==> config.mk <==
export PLATFORM = sky130hd
export DESIGN_NAME = usdp_shadow_port
export DESIGN_NICKNAME = d
export VERILOG_FILES = /design/src/rtl/usdp_pkg.sv /design/src/rtl/usdp_fifo.sv /design/src/rtl/usdp_tx_shift.sv /design/src/rtl/usdp_shadow_port.sv
export VERILOG_INCLUDE_DIRS = /design/src /design/src/rtl
export SDC_FILE = /design/constraint.sdc
export NUM_CORES = 1
export LEC_CHECK = 0
export ABC_AREA = 1
export BUFFER_PORTS_ARGS = -buffer_cell sky130_fd_sc_hd__buf_2
export CAP_MARGIN = 40
export CORE_ASPECT_RATIO = 0.6
export CORE_MARGIN = 2
export CORE_UTILIZATION = 43
export CTS_CLUSTER_DIAMETER = 40
export DETAILED_ROUTE_END_ITERATION = 10
export HOLD_SLACK_MARGIN = 0.1
export SYNTH_ARGS = -nofsm -noshare
export SYNTH_HDL_FRONTEND = slang
export SYNTH_HIERARCHICAL = 1
export SYNTH_SLANG_ARGS = --single-unit
==> constraint.sdc <==
create_clock -name hclk -period 3.3 [get_ports hclk]
set_input_delay 0.33 -clock hclk [delete_from_list [all_inputs] [get_ports hclk]]
set_output_delay 0.33 -clock hclk [all_outputs]
set_load 0.05 [all_outputs]
==> src/rtl/usdp_cfg.svh <==
// Constants of the shadow data port: addresses, field positions, reset values, timing.
// Assumes a 40 MHz bus clock and the AHB-Lite slave in usdp_shadow_port.
// Function
// - Sixteen word-spaced shadow locations alias receive buffer on read, transmit holding on write.
// - Each location carries the character in bits 7:0; bits 31:8 reserved, reset zero.
// - Received character comes from plain serial input, or infrared input in infrared mode.
// - Receive data is meaningful only while the character-valid flag is set.
// - FIFOs off: new character overwrites unread buffer and flags overrun.
// - FIFOs on: reading a shadow location returns and pops the receive FIFO head.
// - Receive FIFO full: keep contents, drop incoming character, flag overrun.
// - Transmit on plain serial output, or active-low infrared output in infrared mode.
// - FIFOs off and holding empty: one character write clears holding-empty flag.
// - FIFOs off: further writes before holding-empty returns replace pending character.
// - FIFOs on: transmit FIFO accepts up to its depth, sixteen, before full.
// - Write while transmit FIFO is full is discarded, contents untouched.
`ifndef USDP_CFG_SVH
`define USDP_CFG_SVH

`define USDP_SHADOW_BASE 32'h5000_1130
`define USDP_SHADOW_SPAN 32'h0000_0040
`define USDP_SHADOW7_ADDR 32'h5000_114C
`define USDP_SHADOW8_ADDR 32'h5000_1150
`define USDP_FCR_ADDR 32'h5000_1170
`define USDP_LSR_ADDR 32'h5000_1174
`define USDP_MODE_ADDR 32'h5000_1178

`define USDP_FCR_FIFO_EN_BIT 0
`define USDP_MODE_IR_BIT 0
`define USDP_LSR_DR_BIT 0
`define USDP_LSR_OE_BIT 1
`define USDP_LSR_TX_HOLDING_EMPTY_FLAG_BIT 5
`define USDP_LSR_TEMT_BIT 6

`define USDP_DATA_RESET 8'h00
`define USDP_RDATA_RESET 32'h0000_0000

`define USDP_CLK_HZ 40000000
`define USDP_BAUD_HZ 2500000
`define USDP_BAUD_DIV (`USDP_CLK_HZ / `USDP_BAUD_HZ)
`define USDP_TX_DEPTH 16
`define USDP_RX_DEPTH 4
`define USDP_CHAR_BITS 8

`endif

==> src/rtl/usdp_pkg.sv <==
// Types shared by the shadow data port modules.
// Assumes nothing beyond a SystemVerilog compiler.
`default_nettype none
package usdp_pkg;
  typedef enum logic [1:0] {RX_IDLE, RX_DATA, RX_STOP} usdp_rx_state_t;
endpackage : usdp_pkg
`default_nettype wire

==> src/rtl/usdp_fifo.sv <==
// Synchronous FIFO with valid/ready on both sides and a flush.
// Assumes DEPTH is a power of two and one clock domain.
`timescale 1ns/1ps
`default_nettype none
module usdp_fifo #(
  parameter int WIDTH = 8,
  parameter int DEPTH = 4
) (
  input wire logic clk,
  input wire logic rst_n,
  input wire logic flush,
  input wire logic in_valid,
  input wire logic [WIDTH-1:0] in_data,
  output logic in_ready,
  output logic out_valid,
  output logic [WIDTH-1:0] out_data,
  input wire logic out_ready
);
  localparam int AW = $clog2(DEPTH);
  localparam logic [AW:0] FULL_CNT = (AW+1)'(DEPTH);

  logic [WIDTH-1:0] mem_q [DEPTH];
  logic [AW-1:0] wr_q;
  logic [AW-1:0] rd_q;
  logic [AW:0] cnt_q;
  wire push = in_valid & in_ready;
  wire pop = out_valid & out_ready;

  assign in_ready = (cnt_q != FULL_CNT);
  assign out_valid = (cnt_q != '0);
  assign out_data = mem_q[rd_q];

  always_ff @(posedge clk) begin
    if (push) begin
      mem_q[wr_q] <= in_data;
    end
  end

  always_ff @(posedge clk or negedge rst_n) begin
    if (!rst_n) begin
      wr_q <= '0;
      rd_q <= '0;
      cnt_q <= '0;
    end else if (flush) begin
      wr_q <= '0;
      rd_q <= '0;
      cnt_q <= '0;
    end else begin
      wr_q <= wr_q + AW'(push);
      rd_q <= rd_q + AW'(pop);
      cnt_q <= cnt_q + (AW+1)'(push) - (AW+1)'(pop);
    end
  end
endmodule : usdp_fifo
`default_nettype wire

==> src/rtl/usdp_tx_shift.sv <==
// Character serialiser: one start bit, eight data bits LSB first, one stop bit.
// Assumes bit_tick is a one-cycle pulse at the bit rate.
`timescale 1ns/1ps
`default_nettype none
module usdp_tx_shift (
  input wire logic clk,
  input wire logic rst_n,
  input wire logic bit_tick,
  input wire logic load_valid,
  input wire logic [7:0] load_data,
  output logic load_ready,
  output logic line_out,
  output logic busy
);
  logic [9:0] shreg_q;
  logic [3:0] cnt_q;
  logic line_q;
  wire load = load_valid & load_ready;

  assign load_ready = (cnt_q == 4'h0);
  assign busy = ~load_ready;
  assign line_out = line_q;

  always_ff @(posedge clk or negedge rst_n) begin
    if (!rst_n) begin
      shreg_q <= 10'h3FF;
      cnt_q <= 4'h0;
      line_q <= 1'b1;
    end else if (load) begin
      shreg_q <= {1'b1, load_data, 1'b0};
      cnt_q <= 4'hA;
    end else if (bit_tick && busy) begin
      line_q <= shreg_q[0];
      shreg_q <= {1'b1, shreg_q[9:1]};
      cnt_q <= cnt_q - 4'h1;
    end
  end
endmodule : usdp_tx_shift
`default_nettype wire

==> src/rtl/usdp_shadow_port.sv <==
// Shadow receive/transmit data port of a serial port, an AHB-Lite slave.
// Assumes one 40 MHz clock, word transfers, and a peer at the fixed bit rate.
`timescale 1ns/1ps
`default_nettype none
`include "usdp_cfg.svh"
module usdp_shadow_port
  import usdp_pkg::*;
(
  input wire logic hclk,
  input wire logic hresetn,
  input wire logic hsel,
  input wire logic [31:0] haddr,
  input wire logic [1:0] htrans,
  input wire logic hwrite,
  input wire logic [2:0] hsize,
  input wire logic [31:0] hwdata,
  input wire logic hready,
  output logic hreadyout,
  output logic hresp,
  output logic [31:0] hrdata,
  input wire logic sin,
  input wire logic sir_in,
  output logic sout,
  output logic sir_out_n
);
  // Bus decode in the address phase.
  // A shadow read pops the receive side as soon as its address phase is taken,
  // so a master must not issue speculative reads of these locations.
  wire ap_valid = hsel & htrans[1] & hready;
  wire [31:0] sh_off = haddr - `USDP_SHADOW_BASE;
  wire ap_shadow = (sh_off < `USDP_SHADOW_SPAN) && (sh_off[1:0] == 2'b00);
  wire ap_fcr = (haddr == `USDP_FCR_ADDR);
  wire ap_lsr = (haddr == `USDP_LSR_ADDR);
  wire ap_mode = (haddr == `USDP_MODE_ADDR);
  wire rd_shadow = ap_valid & ~hwrite & ap_shadow;
  wire rd_lsr = ap_valid & ~hwrite & ap_lsr;

  // Write data phase.
  logic wr_pend_q;
  logic wr_shadow_q;
  logic wr_fcr_q;
  logic wr_mode_q;
  wire wr_shadow = wr_pend_q & wr_shadow_q;
  wire wr_fcr = wr_pend_q & wr_fcr_q;
  wire wr_mode = wr_pend_q & wr_mode_q;
  wire [7:0] wr_char = hwdata[7:0];

  logic fifo_en_q;
  logic ir_q;
  logic [31:0] hrdata_q;
  wire fifo_en_d = hwdata[`USDP_FCR_FIFO_EN_BIT];
  wire fifo_flush = wr_fcr & (fifo_en_d != fifo_en_q);

  always_ff @(posedge hclk or negedge hresetn) begin
    if (!hresetn) begin
      wr_pend_q <= 1'b0;
      wr_shadow_q <= 1'b0;
      wr_fcr_q <= 1'b0;
      wr_mode_q <= 1'b0;
    end else if (hready) begin
      wr_pend_q <= hsel & htrans[1] & hwrite;
      wr_shadow_q <= ap_shadow;
      wr_fcr_q <= ap_fcr;
      wr_mode_q <= ap_mode;
    end
  end

  always_ff @(posedge hclk or negedge hresetn) begin
    if (!hresetn) begin
      fifo_en_q <= 1'b0;
      ir_q <= 1'b0;
    end else begin
      if (wr_fcr) begin
        fifo_en_q <= fifo_en_d;
      end
      if (wr_mode) begin
        ir_q <= hwdata[`USDP_MODE_IR_BIT];
      end
    end
  end

  // Bit-rate divider.
  logic [7:0] div_q;
  wire bit_tick = (div_q == 8'(`USDP_BAUD_DIV - 1));
  always_ff @(posedge hclk or negedge hresetn) begin
    if (!hresetn) begin
      div_q <= 8'h00;
    end else begin
      div_q <= bit_tick ? 8'h00 : div_q + 8'h01;
    end
  end

  // Receiver.
  // The line is sampled once per bit tick, so the peer must hold each bit for a
  // full tick period; there is no margin for a rate offset between the two ends.
  wire rx_line = ir_q ? ~sir_in : sin;
  usdp_rx_state_t rx_state_q;
  logic [7:0] rx_shreg_q;
  logic [2:0] rx_bit_q;
  wire rx_done = bit_tick & (rx_state_q == RX_STOP) & rx_line;
  always_ff @(posedge hclk or negedge hresetn) begin
    if (!hresetn) begin
      rx_state_q <= RX_IDLE;
      rx_shreg_q <= `USDP_DATA_RESET;
      rx_bit_q <= 3'h0;
    end else if (bit_tick) begin
      case (rx_state_q)
        RX_IDLE: begin
          rx_bit_q <= 3'h0;
          if (!rx_line) begin
            rx_state_q <= RX_DATA;
          end
        end
        RX_DATA: begin
          rx_shreg_q <= {rx_line, rx_shreg_q[7:1]};
          rx_bit_q <= rx_bit_q + 3'h1;
          if (rx_bit_q == 3'h7) begin
            rx_state_q <= RX_STOP;
          end
        end
        RX_STOP: rx_state_q <= RX_IDLE;
        default: rx_state_q <= RX_IDLE;
      endcase
    end
  end

  // Receive holding register for FIFO-off mode, receive FIFO for FIFO-on mode.
  logic [7:0] rbr_q;
  logic dr_q;
  logic oe_q;
  logic rxf_in_ready;
  logic rxf_out_valid;
  logic [7:0] rxf_out_data;
  wire rx_pop_nf = rd_shadow & ~fifo_en_q;
  wire rx_lost_nf = rx_done & ~fifo_en_q & dr_q & ~rx_pop_nf;
  wire rx_lost_f = rx_done & fifo_en_q & ~rxf_in_ready;
  wire char_valid = fifo_en_q ? rxf_out_valid : dr_q;
  wire [7:0] rx_char = fifo_en_q ? rxf_out_data : rbr_q;

  usdp_fifo #(.WIDTH(`USDP_CHAR_BITS), .DEPTH(`USDP_RX_DEPTH)) u_rx_fifo (
    .clk(hclk),
    .rst_n(hresetn),
    .flush(fifo_flush),
    .in_valid(rx_done & fifo_en_q),
    .in_data(rx_shreg_q),
    .in_ready(rxf_in_ready),
    .out_valid(rxf_out_valid),
    .out_data(rxf_out_data),
    .out_ready(rd_shadow & fifo_en_q)
  );

  always_ff @(posedge hclk or negedge hresetn) begin
    if (!hresetn) begin
      rbr_q <= `USDP_DATA_RESET;
      dr_q <= 1'b0;
      oe_q <= 1'b0;
    end else begin
      if (rx_done && !fifo_en_q) begin
        rbr_q <= rx_shreg_q;
        dr_q <= 1'b1;
      end else if (rx_pop_nf || fifo_flush) begin
        dr_q <= 1'b0;
      end
      // A loss in the same cycle as the status read keeps the flag set.
      if (rx_lost_nf || rx_lost_f) begin
        oe_q <= 1'b1;
      end else if (rd_lsr) begin
        oe_q <= 1'b0;
      end
    end
  end

  // Transmit holding register for FIFO-off mode, transmit FIFO for FIFO-on mode.
  // With FIFOs off the holding register feeds the shifter directly, and a write
  // that lands while a character is still pending replaces it.
  logic [7:0] thr_q;
  logic tx_holding_empty_flag_q;
  logic txf_out_valid;
  logic [7:0] txf_out_data;
  logic txf_in_ready;
  logic tx_load_ready;
  logic tx_busy;
  logic tx_line;
  wire tx_load_valid = fifo_en_q ? txf_out_valid : ~tx_holding_empty_flag_q;
  wire [7:0] tx_load_data = fifo_en_q ? txf_out_data : thr_q;
  wire tx_load = tx_load_valid & tx_load_ready;
  wire holding_empty = fifo_en_q ? ~txf_out_valid : tx_holding_empty_flag_q;

  usdp_fifo #(.WIDTH(`USDP_CHAR_BITS), .DEPTH(`USDP_TX_DEPTH)) u_tx_fifo (
    .clk(hclk),
    .rst_n(hresetn),
    .flush(fifo_flush),
    .in_valid(wr_shadow & fifo_en_q),
    .in_data(wr_char),
    .in_ready(txf_in_ready),
    .out_valid(txf_out_valid),
    .out_data(txf_out_data),
    .out_ready(tx_load_ready & fifo_en_q)
  );

  always_ff @(posedge hclk or negedge hresetn) begin
    if (!hresetn) begin
      thr_q <= `USDP_DATA_RESET;
      tx_holding_empty_flag_q <= 1'b1;
    end else if (wr_shadow && !fifo_en_q) begin
      thr_q <= wr_char;
      tx_holding_empty_flag_q <= 1'b0;
    end else if ((tx_load && !fifo_en_q) || fifo_flush) begin
      tx_holding_empty_flag_q <= 1'b1;
    end
  end

  usdp_tx_shift u_tx_shift (
    .clk(hclk),
    .rst_n(hresetn),
    .bit_tick(bit_tick),
    .load_valid(tx_load_valid),
    .load_data(tx_load_data),
    .load_ready(tx_load_ready),
    .line_out(tx_line),
    .busy(tx_busy)
  );

  assign sout = ir_q ? 1'b1 : tx_line;
  assign sir_out_n = ir_q ? tx_line : 1'b1;

  // Read data are registered at the end of the address phase.
  wire [31:0] lsr_word = 32'(char_valid) << `USDP_LSR_DR_BIT
    | 32'(oe_q) << `USDP_LSR_OE_BIT
    | 32'(holding_empty) << `USDP_LSR_TX_HOLDING_EMPTY_FLAG_BIT
    | 32'(holding_empty & ~tx_busy) << `USDP_LSR_TEMT_BIT;
  wire [31:0] rd_data_d = ap_shadow ? {24'h00_0000, rx_char}
    : ap_lsr ? lsr_word
    : ap_fcr ? 32'(fifo_en_q)
    : ap_mode ? 32'(ir_q)
    : `USDP_RDATA_RESET;

  always_ff @(posedge hclk or negedge hresetn) begin
    if (!hresetn) begin
      hrdata_q <= `USDP_RDATA_RESET;
    end else if (ap_valid && !hwrite) begin
      hrdata_q <= rd_data_d;
    end
  end

  assign hrdata = hrdata_q;
  assign hreadyout = 1'b1;
  assign hresp = 1'b0;
endmodule : usdp_shadow_port
`default_nettype wire

==> impl_metrics.py <==
metrics = {
    "status": {
        "status": "completed",
    },
    "yosys": {
        "synthCells": 1423,
        "synth_seq_area_share": 0.560,
        "synth_mux_area_frac": 0.000798,
        "synth_top_family_by_area": "simple AND/OR/NAND/NOR gates",
        "synth_compound_area_frac": 0.0372,
        "syn_area_per_cell_um2": 8.82,
        "async_reset_ff_frac": 0.355,
        "netlist_top_cells_area": "edfxtp_1 38%, dfrtp_1 15%, nand2_1 12%",
        "yosys.area_share.simple": 0.268,
        "synth_area_leader_cell": "edfxtp_1",
        "synthAdderAreaFrac": 0.0211,
        "ys.flop_type": "edfxtp_1",
        "yosysWarnings": 6,
        "yosysUniqueCellTypes": 43,
        "synth.top_cell.area_share": 0.383,
        "synth_seq_cells": 248,
        "synth_enable_flop_cells": 160,
        "synthXorXnorAreaFrac": 0.00698,
        "syn_area_um2": 12500,
    },
    "route": {
        "antenna_left": 0,
        "drtIter0Drc": 586,
        "drc": 0,
        "routed_via_density": 4.89,
        "post_drt_wl_per_cell_um": 15.1,
        "firstDrtPassIters": 6,
        "wl_mm": 28.7,
        "num_vias": 9322,
    },
    "floorplanning": {
        "core_area_um2": 28700,
        "dieWidth_um": 225,
        "fp.dieH_um": 136,
        "die-area_um2": 30600,
        "rows": 48,
        "start_util": 0.437,
        "ioPinCount": 112,
    },
    "clocking": {
        "cts_buffers": 30,
        "cts_root_buf": "clkbuf_16",
        "cts_setup_buffers": 0,
        "cts_resized": 0,
        "clk_pin_slew_ns": 0.06,
        "clock_sinks": 248,
        "cts_buffer_depth": 3,
        "htree_levels": 1,
        "ctsHoldBuffers": 4,
        "cts_tree": "yes",
        "insertion_delay_ns": 0.55,
    },
    "hold_path": {
        "whs_path_depth": 4,
        "hold_class": "input pin to flop",
    },
    "cells_and_area": {
        "area_growth_pct": 13.5,
        "final_cells": 1905,
        "layout-drive-gt1-share": 0.127,
        "mostFrequentLayoutCells": "412 x nand2_1, 210 x inv_1, 185 x nand3_1",
        "diodes": 0,
        "final_common_cell": "nand2_1",
        "stdcell_area_um2": 14200,
        "final_nets": 1604,
        "nFillCells": 2731,
    },
    "timing": {
        "final_hold_viol_count": 0,
        "period_share": 0.873,
        "finalMaxSlewViolations": 0,
        "setup_viol": 0,
        "worst_pin_slew_ns": 0.866,
        "rsz0062_at_grt": "no",
        "max_freq_mhz": 347,
        "fin_tns_setup_ns": 0,
        "fin_worst_skew_ns": 0.00906,
        "max_slew_margin": 0.421,
        "layout_min_cycle_time_ns": 2.88,
    },
    "critical_path": {
        "start_kind": "flop",
        "crit_fanout": 6,
        "max_stage_delay_ns": 0.39,
        "worstPathCellList": "ha_1, nand3_1, nor2_1, inv_2, nor4_4, nand2_1, nor2_1, nand2_1, ha_1, inv_1, ha_1, inv_1, fa_1, a21oi_1, nor2_1",
        "critical_path.endpoint_type": "flop",
        "worstSetupPathDepth": 15,
        "required_ns": 3.74,
        "slowest_stage": "fa_1",
        "cpLargestDelayFamily": "adder cells",
        "reg2reg_depth": 15,
        "path_buf_inv": 3,
        "critPathArrivalTime_ns": 3.32,
        "critPathKind": "flop to flop",
    },
    "grt": {
        "grt_usage": 0.191,
        "grt_pass1_vias": 8364,
        "grt_max_degree": 66,
        "grt_pass1_wl_mm": 45.7,
        "gr-total-overflow": 0,
        "antenna_found_initial": 0,
    },
    "pwr": {
        "max-vdd-ir-drop_mv": 0.433,
        "p_per_area_nw_per_um2": 668,
        "power_leakage_nw": 6.61,
    },
    "place": {
        "io_buffers": 57,
        "hpwlAfterDp_mm": 20.0,
        "gp_congestion": 0.913,
        "place_area_um2": 13200,
        "place_inst": 1847,
    },
    "run": {
        "drv_cap": 0,
    },
}
cell usage after synthesis, types with 3 or more instances:
library cell  count
xor2_1            7
nand4_1          18
nor2_1           98
o21ai_1          14
inv_1           210
o21ai_0          27
nand2_2           8
buf_4            29
nand2_1         412
clkinv_1          5
nand3_1         185
buf_6            13
nand2_4           7
nor2_2            9
xnor2_1           3
dfrtp_1          77
nor2_4            5
inv_2            10
edfxtp_1        160
o211ai_1          9
nand3b_1          3
buf_2            17
ha_1             18
dfstp_2          11
nor3_1           12
a21oi_1          28
nor3_2            3
clkbuf_1          6
power by group:
group          internal [mW]  leakage (nW)  total [mW]  switching (mW)
clock network           1.99         0.475        3.29            1.30
registers               3.56          2.57        3.73           0.169
logic                  0.767          3.56        2.49            1.72
total                   6.32          6.61        9.51            3.19
routing by layer:
metal | up-vias | track usage | wire (um) | share of wire
met5 | - | 0 | 0 | 0
met4 | 0 | 0.0324 | 384 | 0.013
met3 | 31 | 0.0359 | 1790 | 0.063
met2 | 240 | 0.264 | 11600 | 0.40
met1 | 4337 | 0.311 | 14900 | 0.52
li1 | 4714 | - | - | -
through the flow:
step                setup slack [ns]  hold slack (ns)  utilization  power (mW)
floorplan                      0.534           0.0344            -        5.62
global placement              0.0498            0.448        0.458        6.17
detailed placement            0.0433            0.457        0.460        6.25
CTS                            0.417            0.139        0.496        9.58
global route                   0.124            0.172        0.496        10.1
finish                         0.418            0.150        0.496        9.51
registers in the layout, indices dropped and copies added (netlist names), 3 cells and up:
name                count
u_rx_fifo/cnt_q         3
hrdata                  8
u_tx_shift/shreg_q      9
u_tx_shift/cnt_q        4
rx_bit_q                3
u_rx_fifo/mem_q        32
thr_q                   8
u_tx_fifo/rd_q          4
rx_shreg_q              8
u_tx_fifo/mem_q       128
u_tx_fifo/cnt_q         5
div_q                   8
rbr_q                   8
u_tx_fifo/wr_q          4
final timing paths:
path | slack, ns | end | startpoint
setup / recovery | 0.42 | u_rx_fifo/cnt_q[2]$_DFF_PN0_ | div_q[0]$_DFF_PN0_
hold / removal | 0.15 | wr_fcr_q$_DFFE_PN0P_ | haddr[2]
setup reg to reg | 0.42 | u_rx_fifo/cnt_q[2]$_DFF_PN0_ | div_q[0]$_DFF_PN0_
hold reg to reg | 0.46 | div_q[0]$_DFF_PN0_ | div_q[0]$_DFF_PN0_
max in group asynchronous | 2.11 | rx_shreg_q[2]$_DFFE_PN0P_ | hresetn
min in group asynchronous | 0.43 | hrdata[0]$_DFFE_PN0P_ | hresetn
cells by family after synthesis:
logic type	count (synthesis)
multiplexers	1
AO/OA/AOI/OAI	85
flip-flops	248
adder cells (fa/ha/maj)	20
other	2
buffers and inverters	291
XOR/XNOR	10
AND/OR/NAND/NOR	766
tightest hold or removal path, stage by stage:
cell,delay [ns]
buf_2,0.10
nor3_2,0.05
nand3_1,0.10
o21ai_0,0.07
final cells by class:
class / count / area [um^2] / area share
Sequential cell: 248 / 7020 / 0.493
Multi-Input combinational cell: 908 / 4300 / 0.302
Clock inverter: 20 / 239 / 0.0168
Timing Repair Buffer: 95 / 603 / 0.0424
Tap cell: 375 / 469 / 0.0330
Clock buffer: 34 / 766 / 0.0538
Inverter: 225 / 845 / 0.0593
Power figures use the tool's default switching activity.
